$ cat src/hdl/afe_cfg_pkg.sv
// package: register map, field layout and reset values of the digitizer config bank
package afe_cfg_pkg;

   // ***********************************************
   // register indices (byte address = 4 * index)
   // ***********************************************
   localparam logic [7:0] red_offset_idx         = 8'h09;
   localparam logic [7:0] green_offset_idx       = 8'h0a;
   localparam logic [7:0] blue_offset_idx        = 8'h0b;
   localparam logic [7:0] offset_dac_config_idx  = 8'h0c;
   localparam logic [7:0] frontend_bandwidth_idx = 8'h0d;
   localparam logic [7:0] line_total_high_idx    = 8'h0e;
   localparam logic [7:0] line_total_low_idx     = 8'h0f;
   localparam logic [7:0] sample_phase_idx       = 8'h10;
   localparam logic [7:0] coast_before_vsync_idx = 8'h11;
   localparam logic [7:0] coast_after_vsync_idx  = 8'h12;
   localparam logic [7:0] pll_misc_control_idx   = 8'h13;
   localparam logic [7:0] black_level_ctrl_idx   = 8'h17;

   // ***********************************************
   // reset values
   // ***********************************************
   localparam logic [7:0] offset_rst             = 8'h80;
   localparam logic [7:0] offset_dac_config_rst  = 8'h00;
   localparam logic [7:0] frontend_bandwidth_rst = 8'h2e;
   localparam logic [7:0] line_total_high_rst    = 8'h03;
   localparam logic [7:0] line_total_low_rst     = 8'h20;
   localparam logic [7:0] sample_phase_rst       = 8'h00;
   localparam logic [7:0] coast_before_vsync_rst = 8'h04;
   localparam logic [7:0] coast_after_vsync_rst  = 8'h04;
   localparam logic [7:0] pll_misc_control_rst   = 8'h04;
   localparam logic [7:0] black_level_ctrl_rst   = 8'h40;

   // ***********************************************
   // field positions
   // ***********************************************
   localparam int dac_range_bit      = 0;
   localparam int red_lsb_pos        = 2;
   localparam int green_lsb_pos      = 4;
   localparam int blue_lsb_pos       = 6;
   localparam int bw_code_pos        = 1;
   localparam int peaking_pos        = 4;
   localparam int line_high_width    = 6;
   localparam int phase_width        = 6;
   localparam int lock_edge_1_bit    = 0;
   localparam int lock_edge_2_bit    = 1;
   localparam int clock_invert_input_disable_bit = 3;
   localparam int abl_disable_bit    = 0;

   // sentinel for unmapped reads
   localparam logic [31:0] unmapped_read = 32'h0000_0000;

   // ***********************************************
   // carrier types
   // ***********************************************
   typedef struct packed {
      logic [9:0] red;
      logic [9:0] green;
      logic [9:0] blue;
   } dac_triplet_t;

   typedef struct packed {
      logic signed [8:0] red;
      logic signed [8:0] green;
      logic signed [8:0] blue;
   } digital_offset_t;

   typedef struct packed {
      logic [13:0] line_total;
      logic [5:0]  sample_phase;
      logic [7:0]  coast_before;
      logic [7:0]  coast_after;
      logic        lead_edge_first;
      logic        lead_edge_second;
   } pll_cfg_t;

   typedef enum logic [1:0] {
      bus_idle,
      bus_ack
   } bus_state_t;

endpackage

$ cat src/hdl/video_afe_offset_pll_config_regs.sv
// module: configuration register bank for offset, bandwidth and digital pll controls
`timescale 1ns/1ps
module video_afe_offset_pll_config_regs
   import afe_cfg_pkg::*;
(
   // clock and reset
   input  wire logic                clock,
   input  wire logic                srst,
   // avalon-mm slave
   input  wire logic [9:0]          address,
   input  wire logic                read,
   input  wire logic                write,
   input  wire logic [31:0]         writedata,
   input  wire logic [3:0]          byteenable,
   output logic [31:0]              readdata,
   output logic                     waitrequest,
   // clamp source and pins
   input  wire logic                external_clamp_select,
   input  wire logic                clamp_pulse,
   input  wire logic                clock_invert_input,
   // analog and pll controls
   output dac_triplet_t             offset_dac,
   output logic                     offset_dac_half_range,
   output digital_offset_t          digital_offset,
   output logic                     auto_black_level_loop,
   output logic [2:0]               frontend_bandwidth_code,
   output logic [3:0]               peaking_code,
   output pll_cfg_t                 pll_cfg,
   output logic                     clock_invert_effective
);

   // ***********************************************
   // register storage
   // ***********************************************
   logic [7:0]   red_offset_reg;
   logic [7:0]   green_offset_reg;
   logic [7:0]   blue_offset_reg;
   logic [7:0]   offset_dac_config_reg;
   logic [7:0]   frontend_bandwidth_reg;
   logic [7:0]   line_total_high_reg;
   logic [7:0]   line_total_low_reg;
   logic [7:0]   sample_phase_reg;
   logic [7:0]   coast_before_vsync_reg;
   logic [7:0]   coast_after_vsync_reg;
   logic [7:0]   pll_misc_control_reg;
   logic [7:0]   black_level_ctrl_reg;
   logic [13:0]  line_total_reg;
   logic         clamp_prev_reg;
   bus_state_t   bus_state_reg;
   logic [31:0]  readdata_reg;

   logic [7:0]   index;
   logic         word_ok;
   logic         wr_take;
   logic         rd_take;
   logic         lane0;
   logic [7:0]   wbyte;
   logic [7:0]   rd_value;
   logic         rd_hit;
   logic         dac_update;

   // ***********************************************
   // helpers
   // ***********************************************
   function automatic logic [9:0] dac_word(input logic [7:0] upper, input logic [1:0] lower);
      dac_word = {upper, lower};
   endfunction

   // offset binary to two's complement, -0x80 .. +0x7f
   function automatic logic signed [8:0] to_signed(input logic [7:0] code);
      to_signed = $signed({1'b0, code}) - 9'sd128;
   endfunction

   // ***********************************************
   // avalon-mm handshake
   // ***********************************************
   // one wait cycle: read sampled in idle, write commits in the answer cycle
   assign index       = address[9:2];
   assign word_ok     = (address[1:0] == 2'b00);
   assign lane0       = byteenable[0];
   assign wbyte       = writedata[7:0];
   assign wr_take     = write && (bus_state_reg == bus_ack);
   assign rd_take     = read && (bus_state_reg == bus_idle);
   assign waitrequest = (read || write) && (bus_state_reg == bus_idle);

   always_ff @(posedge clock) begin
      if (srst) begin
         bus_state_reg <= bus_idle;
      end else begin
         case (bus_state_reg)
            bus_idle: begin
               if (read || write) begin
                  bus_state_reg <= bus_ack;
               end
            end
            default: begin
               bus_state_reg <= bus_idle;
            end
         endcase
      end
   end

   // ***********************************************
   // register writes
   // ***********************************************
   always_ff @(posedge clock) begin
      if (srst) begin
         red_offset_reg         <= offset_rst;
         green_offset_reg       <= offset_rst;
         blue_offset_reg        <= offset_rst;
         offset_dac_config_reg  <= offset_dac_config_rst;
         frontend_bandwidth_reg <= frontend_bandwidth_rst;
         line_total_high_reg    <= line_total_high_rst;
         line_total_low_reg     <= line_total_low_rst;
         sample_phase_reg       <= sample_phase_rst;
         coast_before_vsync_reg <= coast_before_vsync_rst;
         coast_after_vsync_reg  <= coast_after_vsync_rst;
         pll_misc_control_reg   <= pll_misc_control_rst;
         black_level_ctrl_reg   <= black_level_ctrl_rst;
      end else if (wr_take && word_ok && lane0) begin
         if (index == red_offset_idx) begin
            red_offset_reg <= wbyte;
         end else if (index == green_offset_idx) begin
            green_offset_reg <= wbyte;
         end else if (index == blue_offset_idx) begin
            blue_offset_reg <= wbyte;
         end else if (index == offset_dac_config_idx) begin
            offset_dac_config_reg <= wbyte;
         end else if (index == frontend_bandwidth_idx) begin
            frontend_bandwidth_reg <= wbyte;
         end else if (index == line_total_high_idx) begin
            line_total_high_reg <= wbyte;
         end else if (index == line_total_low_idx) begin
            line_total_low_reg <= wbyte;
         end else if (index == sample_phase_idx) begin
            sample_phase_reg <= wbyte;
         end else if (index == coast_before_vsync_idx) begin
            coast_before_vsync_reg <= wbyte;
         end else if (index == coast_after_vsync_idx) begin
            coast_after_vsync_reg <= wbyte;
         end else if (index == pll_misc_control_idx) begin
            pll_misc_control_reg <= wbyte;
         end else if (index == black_level_ctrl_idx) begin
            black_level_ctrl_reg <= wbyte;
         end
      end
   end

   // ***********************************************
   // pll line total, latched on low write only
   // ***********************************************
   always_ff @(posedge clock) begin
      if (srst) begin
         line_total_reg <= {line_total_high_rst[line_high_width-1:0], line_total_low_rst};
      end else if (wr_take && word_ok && lane0 && index == line_total_low_idx) begin
         line_total_reg <= {line_total_high_reg[line_high_width-1:0], wbyte};
      end
   end

   // ***********************************************
   // offset dac update point
   // ***********************************************
   always_ff @(posedge clock) begin
      if (srst) begin
         clamp_prev_reg <= 1'b0;
      end else begin
         clamp_prev_reg <= clamp_pulse;
      end
   end

   // internal clamp: follow at once; external: at clamp rising edge
   assign dac_update = !external_clamp_select || (clamp_pulse && !clamp_prev_reg);

   always_ff @(posedge clock) begin
      if (srst) begin
         offset_dac.red        <= dac_word(offset_rst, 2'b00);
         offset_dac.green      <= dac_word(offset_rst, 2'b00);
         offset_dac.blue       <= dac_word(offset_rst, 2'b00);
         offset_dac_half_range <= 1'b0;
      end else if (dac_update) begin
         offset_dac.red   <= dac_word(red_offset_reg,
                                      offset_dac_config_reg[red_lsb_pos +: 2]);
         offset_dac.green <= dac_word(green_offset_reg,
                                      offset_dac_config_reg[green_lsb_pos +: 2]);
         offset_dac.blue  <= dac_word(blue_offset_reg,
                                      offset_dac_config_reg[blue_lsb_pos +: 2]);
         offset_dac_half_range <= offset_dac_config_reg[dac_range_bit];
      end
   end

   // ***********************************************
   // control outputs
   // ***********************************************
   always_ff @(posedge clock) begin
      if (srst) begin
         auto_black_level_loop <= 1'b1;
         digital_offset        <= '0;
      end else begin
         auto_black_level_loop <= !black_level_ctrl_reg[abl_disable_bit];
         if (!black_level_ctrl_reg[abl_disable_bit]) begin
            digital_offset.red   <= to_signed(red_offset_reg);
            digital_offset.green <= to_signed(green_offset_reg);
            digital_offset.blue  <= to_signed(blue_offset_reg);
         end else begin
            digital_offset <= '0;
         end
      end
   end

   always_ff @(posedge clock) begin
      if (srst) begin
         frontend_bandwidth_code <= frontend_bandwidth_rst[bw_code_pos +: 3];
         peaking_code            <= frontend_bandwidth_rst[peaking_pos +: 4];
         clock_invert_effective  <= 1'b0;
      end else begin
         frontend_bandwidth_code <= frontend_bandwidth_reg[bw_code_pos +: 3];
         peaking_code            <= frontend_bandwidth_reg[peaking_pos +: 4];
         clock_invert_effective  <= clock_invert_input &&
                                    !pll_misc_control_reg[clock_invert_input_disable_bit];
      end
   end

   always_ff @(posedge clock) begin
      if (srst) begin
         pll_cfg.line_total       <= {line_total_high_rst[line_high_width-1:0], line_total_low_rst};
         pll_cfg.sample_phase     <= sample_phase_rst[phase_width-1:0];
         pll_cfg.coast_before     <= coast_before_vsync_rst;
         pll_cfg.coast_after      <= coast_after_vsync_rst;
         pll_cfg.lead_edge_first  <= pll_misc_control_rst[lock_edge_1_bit];
         pll_cfg.lead_edge_second <= pll_misc_control_rst[lock_edge_2_bit];
      end else begin
         pll_cfg.line_total       <= line_total_reg;
         pll_cfg.sample_phase     <= sample_phase_reg[phase_width-1:0];
         pll_cfg.coast_before     <= coast_before_vsync_reg;
         pll_cfg.coast_after      <= coast_after_vsync_reg;
         pll_cfg.lead_edge_first  <= pll_misc_control_reg[lock_edge_1_bit];
         pll_cfg.lead_edge_second <= pll_misc_control_reg[lock_edge_2_bit];
      end
   end

   // ***********************************************
   // read path
   // ***********************************************
   always_comb begin
      rd_hit   = 1'b1;
      rd_value = 8'h00;
      if (index == red_offset_idx) begin
         rd_value = red_offset_reg;
      end else if (index == green_offset_idx) begin
         rd_value = green_offset_reg;
      end else if (index == blue_offset_idx) begin
         rd_value = blue_offset_reg;
      end else if (index == offset_dac_config_idx) begin
         rd_value = offset_dac_config_reg;
      end else if (index == frontend_bandwidth_idx) begin
         rd_value = frontend_bandwidth_reg;
      end else if (index == line_total_high_idx) begin
         rd_value = line_total_high_reg;
      end else if (index == line_total_low_idx) begin
         rd_value = line_total_low_reg;
      end else if (index == sample_phase_idx) begin
         rd_value = sample_phase_reg;
      end else if (index == coast_before_vsync_idx) begin
         rd_value = coast_before_vsync_reg;
      end else if (index == coast_after_vsync_idx) begin
         rd_value = coast_after_vsync_reg;
      end else if (index == pll_misc_control_idx) begin
         rd_value = pll_misc_control_reg;
      end else if (index == black_level_ctrl_idx) begin
         rd_value = black_level_ctrl_reg;
      end else begin
         rd_hit = 1'b0;
      end
   end

   always_ff @(posedge clock) begin
      if (srst) begin
         readdata_reg <= '0;
      end else if (rd_take) begin
         readdata_reg <= (rd_hit && word_ok) ? {24'h000000, rd_value} : unmapped_read;
      end
   end

   assign readdata = readdata_reg;

endmodule // video_afe_offset_pll_config_regs

$ cat config.mk
export PLATFORM = sky130hd
export DESIGN_NAME = video_afe_offset_pll_config_regs
export DESIGN_NICKNAME = d
export VERILOG_FILES = /design/src/hdl/afe_cfg_pkg.sv /design/src/hdl/video_afe_offset_pll_config_regs.sv
export SDC_FILE = /design/constraint.sdc
export NUM_CORES = 1
export LEC_CHECK = 0
export BUFFER_PORTS_ARGS = -buffer_cell sky130_fd_sc_hd__buf_2
export CORE_ASPECT_RATIO = 2
export CORE_UTILIZATION = 25
export CTS_CLUSTER_DIAMETER = 60
export DETAILED_ROUTE_END_ITERATION = 16
export PLACE_DENSITY_LB_ADDON = 0.15
export RECOVER_POWER = 50
export SYNTH_ARGS = -nofsm -noshare
export SYNTH_HDL_FRONTEND = slang
export SYNTH_SLANG_ARGS = --single-unit
$ cat constraint.sdc
create_clock -name clock -period 4.3 [get_ports clock]
set_input_delay 0.645 -clock clock [delete_from_list [all_inputs] [get_ports clock]]
set_output_delay 0.645 -clock clock [all_outputs]
set_load 0.02 [all_outputs]
==> flow_summary.toml, run 1 <==
[grt]
antenna_found_initial = 3
first_global_vias = 6742
gr-usage-all-layers_pct = 16.5
grt_first_pass_wirelength_um = 43600
pin_count_of_the_biggest_net_entering_global_routing = 131
globalRoute.totalOverflow = 0

[synth]
synth.yosys.warnings = 0
ys_seq_area_share_pct = 50.4
synth.lib_cells_used.distinct = 54
async_flop_share_pct = 0
mappedNetlistArea_um2 = 8810
avgSynthCellArea_um2 = 9.25
number_of_storage_elements_in_the_synthesis_netlist = 222
postSynthCellCount = 953
synth-main-ff-cell = "sky130_fd_sc_hd__dfxtp_1"
synth-edff-count = 0

[cts]
cts_buffer_depth = 3
tritoncts = "built"
post_cts_resized = 0
setup_repair_bufs_after_cts = 0
cts_hold_buf = 0
root_buffer = "sky130_fd_sc_hd__clkbuf_16"
tritoncts.num_buffers = 22
h_tree_lvl_count = 1
cts.reportedPaths.clkPinSlew_ns = 0.06
cts_num_sinks = 222
clock_insertion_delay_at_the_later_pin_of_the_skew_report_ns = 0.52

[status]
violations = "capacitance limit, slew limit"
status = "finished with violations"

[worst_hold_path]
min-delay-path-class = "in2reg"

[detailed_routing]
drcViolationCount = 0
highest-signal-layer = "met5"
routed-wl-met3_um = 1210
wl_per_cell_um = 19.8
route.antenna.remaining_nets = 0
detailroute.wirelength.met2_um = 16900
wl_met1_um = 10800
wl_um = 29800
vias = 6861
drt-vias-per-instance = 4.55
initialDrtViolationCount = 364
dr.pass1.iters = 4

[floorplan]
die_height_um = 268
start_util_pct = 25.6
io_pins = 191
fp.dieW_um = 135
die_area_um2 = 36100
fp-row-count = 96
core-area_um2 = 34500

[critical_path]
worstSetupEndpointType = "flip-flop"
worstSetupStartpointType = "primary input"
critical-path-max-stage-delay_ns = 1.96
arrival_ns = 3.32
worst_path_max_delay_cell = "sky130_fd_sc_hd__clkbuf_2"
crit_path_max_fanout = 130
setup.worst_path.class = "in2reg"
crit_chain = "buf_6 > clkbuf_2 > nor2b_1"
cp.required_ns = 4.56

[sta]
fin_tns_setup_ns = 0
setup-violations-final = 0
maxSlewViolCount = 148
max_slew_margin_pct = -81.5
fmax_ghz = 0.326
min_period_over_period_pct = 71.3
finalWorstSetupSlack_ns = 1.23
hold_slack_ns = 0.371
clock_period_minus_worst_slack_ns = 3.07
finClkSkew_ns = 0.0166
timing_worst_slew_pin_value_ns = 2.72
rsz0062_at_grt = "no"
finalHoldViolations = 0

[finish]
top_register = "pll_cfg"
area_delta_synth_final_pct = 17.6
largest_reg_flops = 38
diodes = 0
nFillCells = 3683
layout_top_registers = "pll_cfg x38, offset_dac x30, digital_offset x24"
fraction_of_final_layout_cells_with_drive_strength_greater_than_1_pct = 12.3
finish.instance_area_um2 = 10400
design.final.nets = 1107

[power]
p_per_area_nw_per_um2 = 407
power.static_leakage_nw = 3.70
report.power.total_mw = 4.22
worst_vdd_drop_mv = 0.220

[placed_design]
total_placed_instance_area_um2 = 9770
post-place-ws_ns = 1.13
final_weighted_congestion_of_routability_driven_global_placement = 0.856
placement.io_buffers = 139
dpl.hpwl_um = 21300

[run]
drv_cap = 2
-- routing by layer --
metal / vias to the layer above / global-route usage, %
met3: 49 / 2.20
li1: 3400 / -
met5: - / 0
met1: 3238 / 16.5
met2: 168 / 33.0
met4: 6 / 6.77
-- cells in the final DEF, fill, tap and decap left out, drive strengths merged, types with 2 or more instances in the layout --
cell     count
dfxtp      222
nand2      122
clkbuf     113
nor2        93
mux2i       76
a21oi       72
buf         70
nor2b       54
conb        24
and2        23
o21ai       21
nand3       21
nor3        19
nand2b      16
a32oi       14
a211o       13
nand3b      12
or2         12
a2bb2oi      7
a221oi       6
o22a         6
o2111ai      6
nor4         6
clkinv       6
inv          3
or4          3
or3          3
o21a         2
mux2         2
a22o         2
o22ai        2
a211oi       2
nor4b        2
-- through the flow --
step                      util [%]  std cells
after global placement        28.3       1471
after global routing          30.1       1509
after floorplan                  -        976
after detailed placement      28.3       1471
after CTS                     30.4       1509
final                         30.1       1509
-- worst paths after layout --
check	start	to	slack (ns)	cells past startpoint
worst max-delay path	srst	pll_cfg[37]	1.23	3
worst min-delay path	clamp_pulse	clamp_prev_reg	0.37	3
worst max register to register	bus_state_reg[0]	line_total_low_reg[0]	1.60	5
worst min register to register	offset_dac[11]	offset_dac[11]	0.45	2
-- kinds of logic (layout without fill, tap and decap cells) --
| family | Yosys count | in the layout | share of synthesized area, % |
|---|---|---|---|
| muxes | 78 | 78 | 8.89 |
| buffers and inverters | 101 | 193 | 5.82 |
| other | 1 | 24 | 0.0425 |
| AOI/OAI and AO/OA | 160 | 160 | 11.9 |
| and+or+nand+nor | 391 | 391 | 23.0 |
| DFF | 222 | 222 | 50.4 |
-- layout make-up --
type                            count  area, um2  area share, %
Clock buffer                       32        649           6.26
Clock inverter                      6       70.1          0.676
Inverter                            4       15.0          0.145
Multi-Input combinational cell    653       3950           38.1
Sequential cell                   222       4440           42.9
Tap cell                          441        552           5.32
Timing Repair Buffer              151        687           6.63
-- critical path, delay by kind of cell --
kind	cells	cell delay, ns
AND/OR/NAND/NOR	1	0.22
buffers and inverters	2	2.35
-- synth_stat cells (all sizes together) (3+ instances only) --
cell / n / share of area, %
nand3b: 12 / 1.0
buf: 42 / 3.3
dfxtp: 222 / 50
o21ai: 21 / 1.2
o22a: 6 / 0.60
mux2i: 76 / 8.6
a21oi: 72 / 4.1
or3: 3 / 0.27
nor2b: 54 / 3.8
nand3: 21 / 1.2
and2: 23 / 1.6
or2: 12 / 0.85
a211o: 13 / 1.3
nand2b: 16 / 1.1
a221oi: 6 / 0.60
a2bb2oi: 7 / 0.70
nor2: 93 / 4.0
nand2: 122 / 5.2
nor3: 19 / 1.6
a32oi: 14 / 1.4
nor4: 6 / 1.3
inv: 3 / 0.13
or4: 3 / 0.30
o2111ai: 6 / 0.60
clkbuf: 55 / 2.4
-- power breakdown --
part / internal (mW) / switching (mW)
Clock: 1.11 / 0.839
Sequential: 2.06 / 0.00187
Combinational: 0.0411 / 0.167
Total: 3.21 / 1.01
(Power assumes the default switching activity.)
==> inputs of run 2 (changes only) <==
--- a/config.mk
+++ b/config.mk
@@ -5,6 +5,7 @@
 export SDC_FILE = /design/constraint.sdc
 export NUM_CORES = 1
 export LEC_CHECK = 0
+export ABC_AREA = 1
 export BUFFER_PORTS_ARGS = -buffer_cell sky130_fd_sc_hd__buf_2
 export CORE_ASPECT_RATIO = 2
 export CORE_UTILIZATION = 25
==> constraint.sdc (replaced) <==
create_clock -name clock -period 3 [get_ports clock]
set_input_delay 0.45 -clock clock [delete_from_list [all_inputs] [get_ports clock]]
set_output_delay 0.45 -clock clock [all_outputs]
set_load 0.02 [all_outputs]
==> run 2 against run 1 <==
Against the previous run: the run still ends with capacitance limit, slew limit left; worst setup slack got worse by 0.36 ns; flip-flop and latch count unchanged; routed wire length shrank 7.9%; critical endpoint is now pll_misc_control_reg[5]; largest power group unchanged.
==> flow_summary.toml, run 2 <==
[floorplan]
die_area_um2 = 34500
core-area_um2 = 33000
fp-row-count = 94
io_pins = 191
start_util_pct = 25.5
fp.dieW_um = 132
die_height_um = 262

[power]
power_frac_clock_pct = 46.0
sequentialPowerShare_pct = 49.0
worst_vdd_drop_mv = 0.476
switching_share_pct = 24.3
power.static_leakage_nw = 4.14
p_per_area_nw_per_um2 = 608
power.switching_mw = 1.48
cellInternalPower_mw = 4.61
comb_power_share_pct = 5.0

[detailed_routing]
route.antenna.remaining_nets = 0
drt-vias-per-instance = 4.27
initialDrtViolationCount = 322
dr.pass1.iters = 4
drcViolationCount = 0
vias = 6910
wl_per_cell_um = 17.0
wl_um = 27500

[synth]
synth.yosys.warnings = 0
synth-edff-count = 0
postSynthCellCount = 1050
async_flop_share_pct = 0
post-synth-top-count-cell = "sky130_fd_sc_hd__dfxtp_1"
ys_seq_area_share_pct = 52.8
number_of_storage_elements_in_the_synthesis_netlist = 222
yosys.area.top_type_share_pct = 52.8
synthDominantAreaCellType = "sky130_fd_sc_hd__dfxtp_1"
synth.lib_cells_used.distinct = 33
netlist_top_cells_count = "sky130_fd_sc_hd__dfxtp_1 (222), sky130_fd_sc_hd__inv_1 (131), sky130_fd_sc_hd__a21oi_1 (130), sky130_fd_sc_hd__nand2_1 (129), sky130_fd_sc_hd__nor2_1 (115)"
synth-main-ff-cell = "sky130_fd_sc_hd__dfxtp_1"
mappedNetlistArea_um2 = 8420
synth.top_cells.by_area = "sky130_fd_sc_hd__dfxtp_1 (53%), sky130_fd_sc_hd__a21oi_1 (7.7%), sky130_fd_sc_hd__o21ai_0 (6.2%)"
avgSynthCellArea_um2 = 8.02

[finish]
nFillCells = 3592
most-common-layout-cells = "sky130_fd_sc_hd__dfxtp_1 (222), sky130_fd_sc_hd__inv_1 (131), sky130_fd_sc_hd__a21oi_1 (130), sky130_fd_sc_hd__nand2_1 (129), sky130_fd_sc_hd__nor2_1 (115)"
area_delta_synth_final_pct = 19.0
largest_reg_flops = 38
diodes = 0
design.final.nets = 1223
fraction_of_final_layout_cells_with_drive_strength_greater_than_1_pct = 12.1
layout_top_registers = "pll_cfg x38, offset_dac x30, digital_offset x24"
layout.cells.most_common = "sky130_fd_sc_hd__dfxtp_1"
top_register = "pll_cfg"

[sta]
rsz0062_at_grt = "no"
setup-violations-final = 0
finClkSkew_ns = 0.00895
finalHoldViolations = 0
min_period_over_period_pct = 70.8
clock_period_minus_worst_slack_ns = 2.12
timing_worst_slew_pin_value_ns = 1.80
max_slew_margin_pct = -20.0
maxSlewViolCount = 82
finalWorstSetupSlack_ns = 0.875
fmax_ghz = 0.471
fin_tns_setup_ns = 0

[cts]
tritoncts.num_buffers = 22
clock_insertion_delay_at_the_later_pin_of_the_skew_report_ns = 0.52
cts_hold_buf = 0
post_cts_resized = 0
h_tree_lvl_count = 1
cts_buffer_depth = 3
tritoncts = "built"
cts_num_sinks = 222
cts.reportedPaths.clkPinSlew_ns = 0.07
root_buffer = "sky130_fd_sc_hd__clkbuf_16"
setup_repair_bufs_after_cts = 0

[critical_path]
ff2ff_path_depth = 6
critical-path-max-stage-delay_ns = 0.44
flop2flop_setup_slack_ns = 0.88
r2r_start = "bus_state_reg[0]"
r2r_end = "pll_misc_control_reg[5]"
worstSetupEndpointType = "flip-flop"
worst_path_max_delay_cell = "sky130_fd_sc_hd__nand3_1"
arrival_ns = 2.54
crit_path_max_fanout = 13
worstSetupStartpointType = "flip-flop"
setup.worst_path.class = "reg2reg"
cp.required_ns = 3.42
crit_chain = "nand3_1 > inv_1 > nand3_1 > inv_1 > nand2_1 > a21oi_1"

[grt]
first_global_vias = 6805
grt_first_pass_wirelength_um = 41200
antenna_found_initial = 1
pin_count_of_the_biggest_net_entering_global_routing = 82
globalRoute.totalOverflow = 0
gr-usage-all-layers_pct = 16.0

[worst_hold_path]
min-delay-path-class = "in2reg"
worstHoldStart = "clock_invert_input"
timing.hold.worst_path_depth = 3
min_to = "clock_invert_effective"

[run]
drv_cap = 1

[placed_design]
post-place-ws_ns = 0.621
placement.io_buffers = 139
dpl.hpwl_um = 20100
final_weighted_congestion_of_routability_driven_global_placement = 0.876

[status]
status = "finished with violations"
violations = "capacitance limit, slew limit"
[run 2: power groups by stage]
stage,logic (mW),registers (mW),clock network [mW]
finish,0.303,2.98,2.80
global route,0.333,2.98,3.00
CTS,0.313,2.98,2.92
detailed placement,0.312,3.05,0
global placement,0.312,3.05,0
floorplan,0.185,3.07,0
[run 2: worst max path at each step]
stage | to | slack [ns] | depth (start not counted) | startpoint
2_1_floorplan | black_level_ctrl_reg[5] | 1.17 | 10 | address[1]
3_3_place_gp | readdata[2] | 0.61 | 14 | address[7]
5_1_grt | pll_misc_control_reg[4] | 0.67 | 6 | bus_state_reg[0]
3_5_place_dp | readdata[2] | 0.62 | 14 | address[7]
6_report | pll_misc_control_reg[5] | 0.88 | 6 | bus_state_reg[0]
4_1_cts | pll_misc_control_reg[6] | 1.16 | 6 | bus_state_reg[0]
[run 2: cell type report]
| class | count | area, um2 | area share (%) |
|---|---|---|---|
| clock buffers | 30 | 632 | 6.31 |
| clock inverters | 9 | 87.6 | 0.875 |
| inverters | 134 | 505 | 5.05 |
| well taps | 432 | 541 | 5.40 |
| multi-input cells | 639 | 3120 | 31.1 |
| repair buffers | 151 | 689 | 6.88 |
| flip-flops and latches | 222 | 4440 | 44.4 |
[run 2: cells by family after synthesis]
group	count (synthesis)	synth area share (%)
other	1	0.0445
buffers and inverters	212	11.2
and+or+nand+nor	324	17.3
AOI/OAI and AO/OA	291	18.6
DFF	222	52.8
[run 2: through the flow]
| stage | power [mW] | area, um2 | std cells | hold slack (ns) | utilization (%) |
|---|---|---|---|---|---|
| 2_1_floorplan | 3.26 | 8500 | 1073 | 0.380 | - |
| 3_3_place_gp | 3.36 | 9420 | 1578 | 0.400 | 28.5 |
| 3_5_place_dp | 3.36 | 9420 | 1578 | 0.411 | 28.5 |
| 4_1_cts | 6.22 | 10100 | 1617 | 0.127 | 30.7 |
| 5_1_grt | 6.32 | 10000 | 1617 | 0.155 | 30.3 |
| 6_report | 6.09 | 10000 | 1617 | 0.147 | 30.3 |
[run 2: worst max-delay path, delay by kind of cell (launching register included)]
kind | cells | cell delay [ns]
compound gates | 1 | 0.12
flops | 1 | 0.37
buf+inv | 2 | 0.62
simple gates | 3 | 0.90
[run 2: per-layer routing]
metal	routed length (um)	up-vias	track usage, %	part of all wire (%)
met5	13	-	0	0.047
li1	-	3582	-	-
met4	1250	2	8.53	4.6
met2	14700	177	30.7	53
met3	1150	52	2.15	4.2
met1	10400	3097	16.6	38
==> inputs of run 3 (changes only) <==
--- a/config.mk
+++ b/config.mk
@@ -5,7 +5,7 @@
 export SDC_FILE = /design/constraint.sdc
 export NUM_CORES = 1
 export LEC_CHECK = 0
-export ABC_AREA = 1
+export ABC_AREA = 0
 export BUFFER_PORTS_ARGS = -buffer_cell sky130_fd_sc_hd__buf_2
 export CORE_ASPECT_RATIO = 2
 export CORE_UTILIZATION = 25
==> constraint.sdc (replaced) <==
create_clock -name clock -period 2.1 [get_ports clock]
set_input_delay 0.315 -clock clock [delete_from_list [all_inputs] [get_ports clock]]
set_output_delay 0.315 -clock clock [all_outputs]
set_load 0.02 [all_outputs]
==> run 3 against run 2 <==
Against the previous run: the flow now finishes without violations; clock skew up 0.0058 ns; cell count decreased by 3.0%; clock-buffer cell count decreased by 6; first-iteration DRC count fell by 6.2%; worst setup slack lost 0.52 ns; sequential power rose by 42%; critical path depth unchanged; routed wire length up 9.8%; hold slack got worse by 0.097 ns; combinational power is 59% higher; global-route usage up 1.1 points; fmax rose by 22%; critical path type unchanged.
==> flow_summary.toml, run 3 (synthesis gave the netlist of run 1 again) <==
[critical_path]
r2r_end = "coast_after_vsync_reg[2]"
r2r_start = "bus_state_reg[0]"
source_of_the_critical_timing_path = "bus_state_reg[0]"
worstSetupEndpointType = "flip-flop"
setup.worst_path.class = "reg2reg"
crit_path_end = "coast_after_vsync_reg[2]"
ff2ff_path_depth = 6
flop2flop_setup_slack_ns = 0.35
worstSetupStartpointType = "flip-flop"
arrival_ns = 2.15
cp.required_ns = 2.50
crit_path_max_fanout = 13

[detailed_routing]
route.antenna.remaining_nets = 0
vias = 7109
dr.pass1.iters = 4
drt-vias-per-instance = 4.53
initialDrtViolationCount = 302
wl_per_cell_um = 19.2
drcViolationCount = 0
wl_um = 30200

[finish]
layout_top_registers = "pll_cfg x38, offset_dac x30, digital_offset x24"
area_delta_synth_final_pct = 25.0
diodes = 0
most-common-layout-cells = "sky130_fd_sc_hd__dfxtp_1 (222), sky130_fd_sc_hd__nand2_1 (122), sky130_fd_sc_hd__nor2_1 (93), sky130_fd_sc_hd__mux2i_1 (76), sky130_fd_sc_hd__buf_2 (74)"
fraction_of_final_layout_cells_with_drive_strength_greater_than_1_pct = 18.7
layout.cells.most_common = "sky130_fd_sc_hd__dfxtp_1"
top_register = "pll_cfg"
largest_reg_flops = 38
utilization_pct = 32.0
design.final.nets = 1166

[cts]
h_tree_lvl_count = 1
cts.reportedPaths.clkPinSlew_ns = 0.07
clock_insertion_delay_at_the_later_pin_of_the_skew_report_ns = 0.52
cts_hold_buf = 0
post_cts_resized = 0
root_buffer = "sky130_fd_sc_hd__clkbuf_16"
cts_buffer_depth = 3
tritoncts = "built"
setup_repair_bufs_after_cts = 0
cts_num_sinks = 222
tritoncts.num_buffers = 21

[worst_hold_path]
min-delay-path-class = "in2reg"

[floorplan]
die_area_um2 = 36100
start_util_pct = 25.6
io_pins = 191
core-area_um2 = 34500
fp.dieW_um = 135
die_height_um = 268
fp-row-count = 96

[sta]
timing_worst_slew_pin_value_ns = 1.24
fmax_ghz = 0.572
maxSlewViolCount = 0
min_period_over_period_pct = 83.2
setup-violations-final = 0
fin_tns_setup_ns = 0
finClkSkew_ns = 0.0148
rsz0062_at_grt = "no"
finalHoldViolations = 0
max_slew_margin_pct = 17.2
clock_period_minus_worst_slack_ns = 1.75

[grt]
pin_count_of_the_biggest_net_entering_global_routing = 114
first_global_vias = 7150
antenna_found_initial = 0
globalRoute.totalOverflow = 0
grt_first_pass_wirelength_um = 45200
gr-usage-all-layers_pct = 17.0

[power]
worst_vdd_drop_mv = 0.572
report.power.total_mw = 8.92
power.static_leakage_nw = 4.13
p_per_area_nw_per_um2 = 810

[placed_design]
placement.io_buffers = 139
dpl.hpwl_um = 22600
final_weighted_congestion_of_routability_driven_global_placement = 0.869

[run]
drv_cap = 0

[status]
status = "finished, final reports clean"
## run 3: cell types whose count changed in the layout (fill, tap and decap cells not counted), sizes merged, moves of 16 or more
cell / previous run / this run
nand2b: 0 / 16
mux2i: 0 / 76
nor2: 130 / 93
nand2: 139 / 122
o21ai: 112 / 21
a211oi: 22 / 2
a21oi: 131 / 72
inv: 135 / 5
nand3: 37 / 21
buf: 67 / 142
and2: 1 / 23
nor2b: 0 / 54
clkbuf: 114 / 93
## run 3: final cells by class
| class | instances | area, um2 |
|---|---|---|
| clock inverters | 14 | 209 |
| flip-flops and latches | 222 | 4440 |
| clock buffers | 24 | 547 |
| well taps | 441 | 552 |
| multi-input cells | 653 | 3950 |
| repair buffers | 211 | 1300 |
| fillers | 3665 | 23500 |
| inverters | 4 | 15.0 |
## run 3: worst min-delay path by stage
stage / from / slack (ns) / end / cells after the start
3_5_place_dp: line_total_reg[5] / 0.44 / line_total_reg[5] / 2
3_3_place_gp: line_total_reg[5] / 0.44 / line_total_reg[5] / 2
6_report: clamp_pulse / 0.05 / clamp_prev_reg / 3
4_1_cts: clock_invert_input / 0.03 / clock_invert_effective / 2
2_1_floorplan: pll_misc_control_reg[3] / 0.41 / clock_invert_effective / 1
5_1_grt: clamp_pulse / 0.04 / clamp_prev_reg / 3
## run 3: worst max-delay path, cell delays in order, from the launching register on
cell and delay (ns):
sky130_fd_sc_hd__dfxtp_1 0.36, sky130_fd_sc_hd__nand4_1 0.19, sky130_fd_sc_hd__buf_12 0.24, sky130_fd_sc_hd__nor4b_2 0.25, sky130_fd_sc_hd__buf_4 0.26, sky130_fd_sc_hd__nor2b_1 0.07
sky130_fd_sc_hd__a211o_1 0.26
## run 3: through the flow
stage / area, um2 / std cells / setup WS (ns) / hold slack (ns)
2_1_floorplan: 8910 / 976 / 0.000473 / 0.411
3_3_place_gp: 10400 / 1531 / -0.219 / 0.438
3_5_place_dp: 10400 / 1531 / -0.203 / 0.440
4_1_cts: 11100 / 1569 / 0.332 / 0.0291
5_1_grt: 11000 / 1569 / 0.206 / 0.0376
6_report: 11000 / 1569 / 0.352 / 0.0495
## run 3: where the power goes
part | switching, mW | internal [mW] | leakage (nW)
Sequential | 0.00350 | 4.21 | 1.79
Combinational | 0.353 | 0.127 | 1.97
Clock | 1.71 | 2.51 | 0.372
## run 3: routing by layer
metal  wire length, um  part of all wire (%)  GRT usage, %  vias to the layer above
met2             17000                    56          33.7                      184
met1             10700                    35          17.1                     3351
met4              1310                   4.4          8.35                        0
met3              1200                   4.0          2.01                       55
met5                 0                     0             0                        -
li1                  -                     -             -                     3519
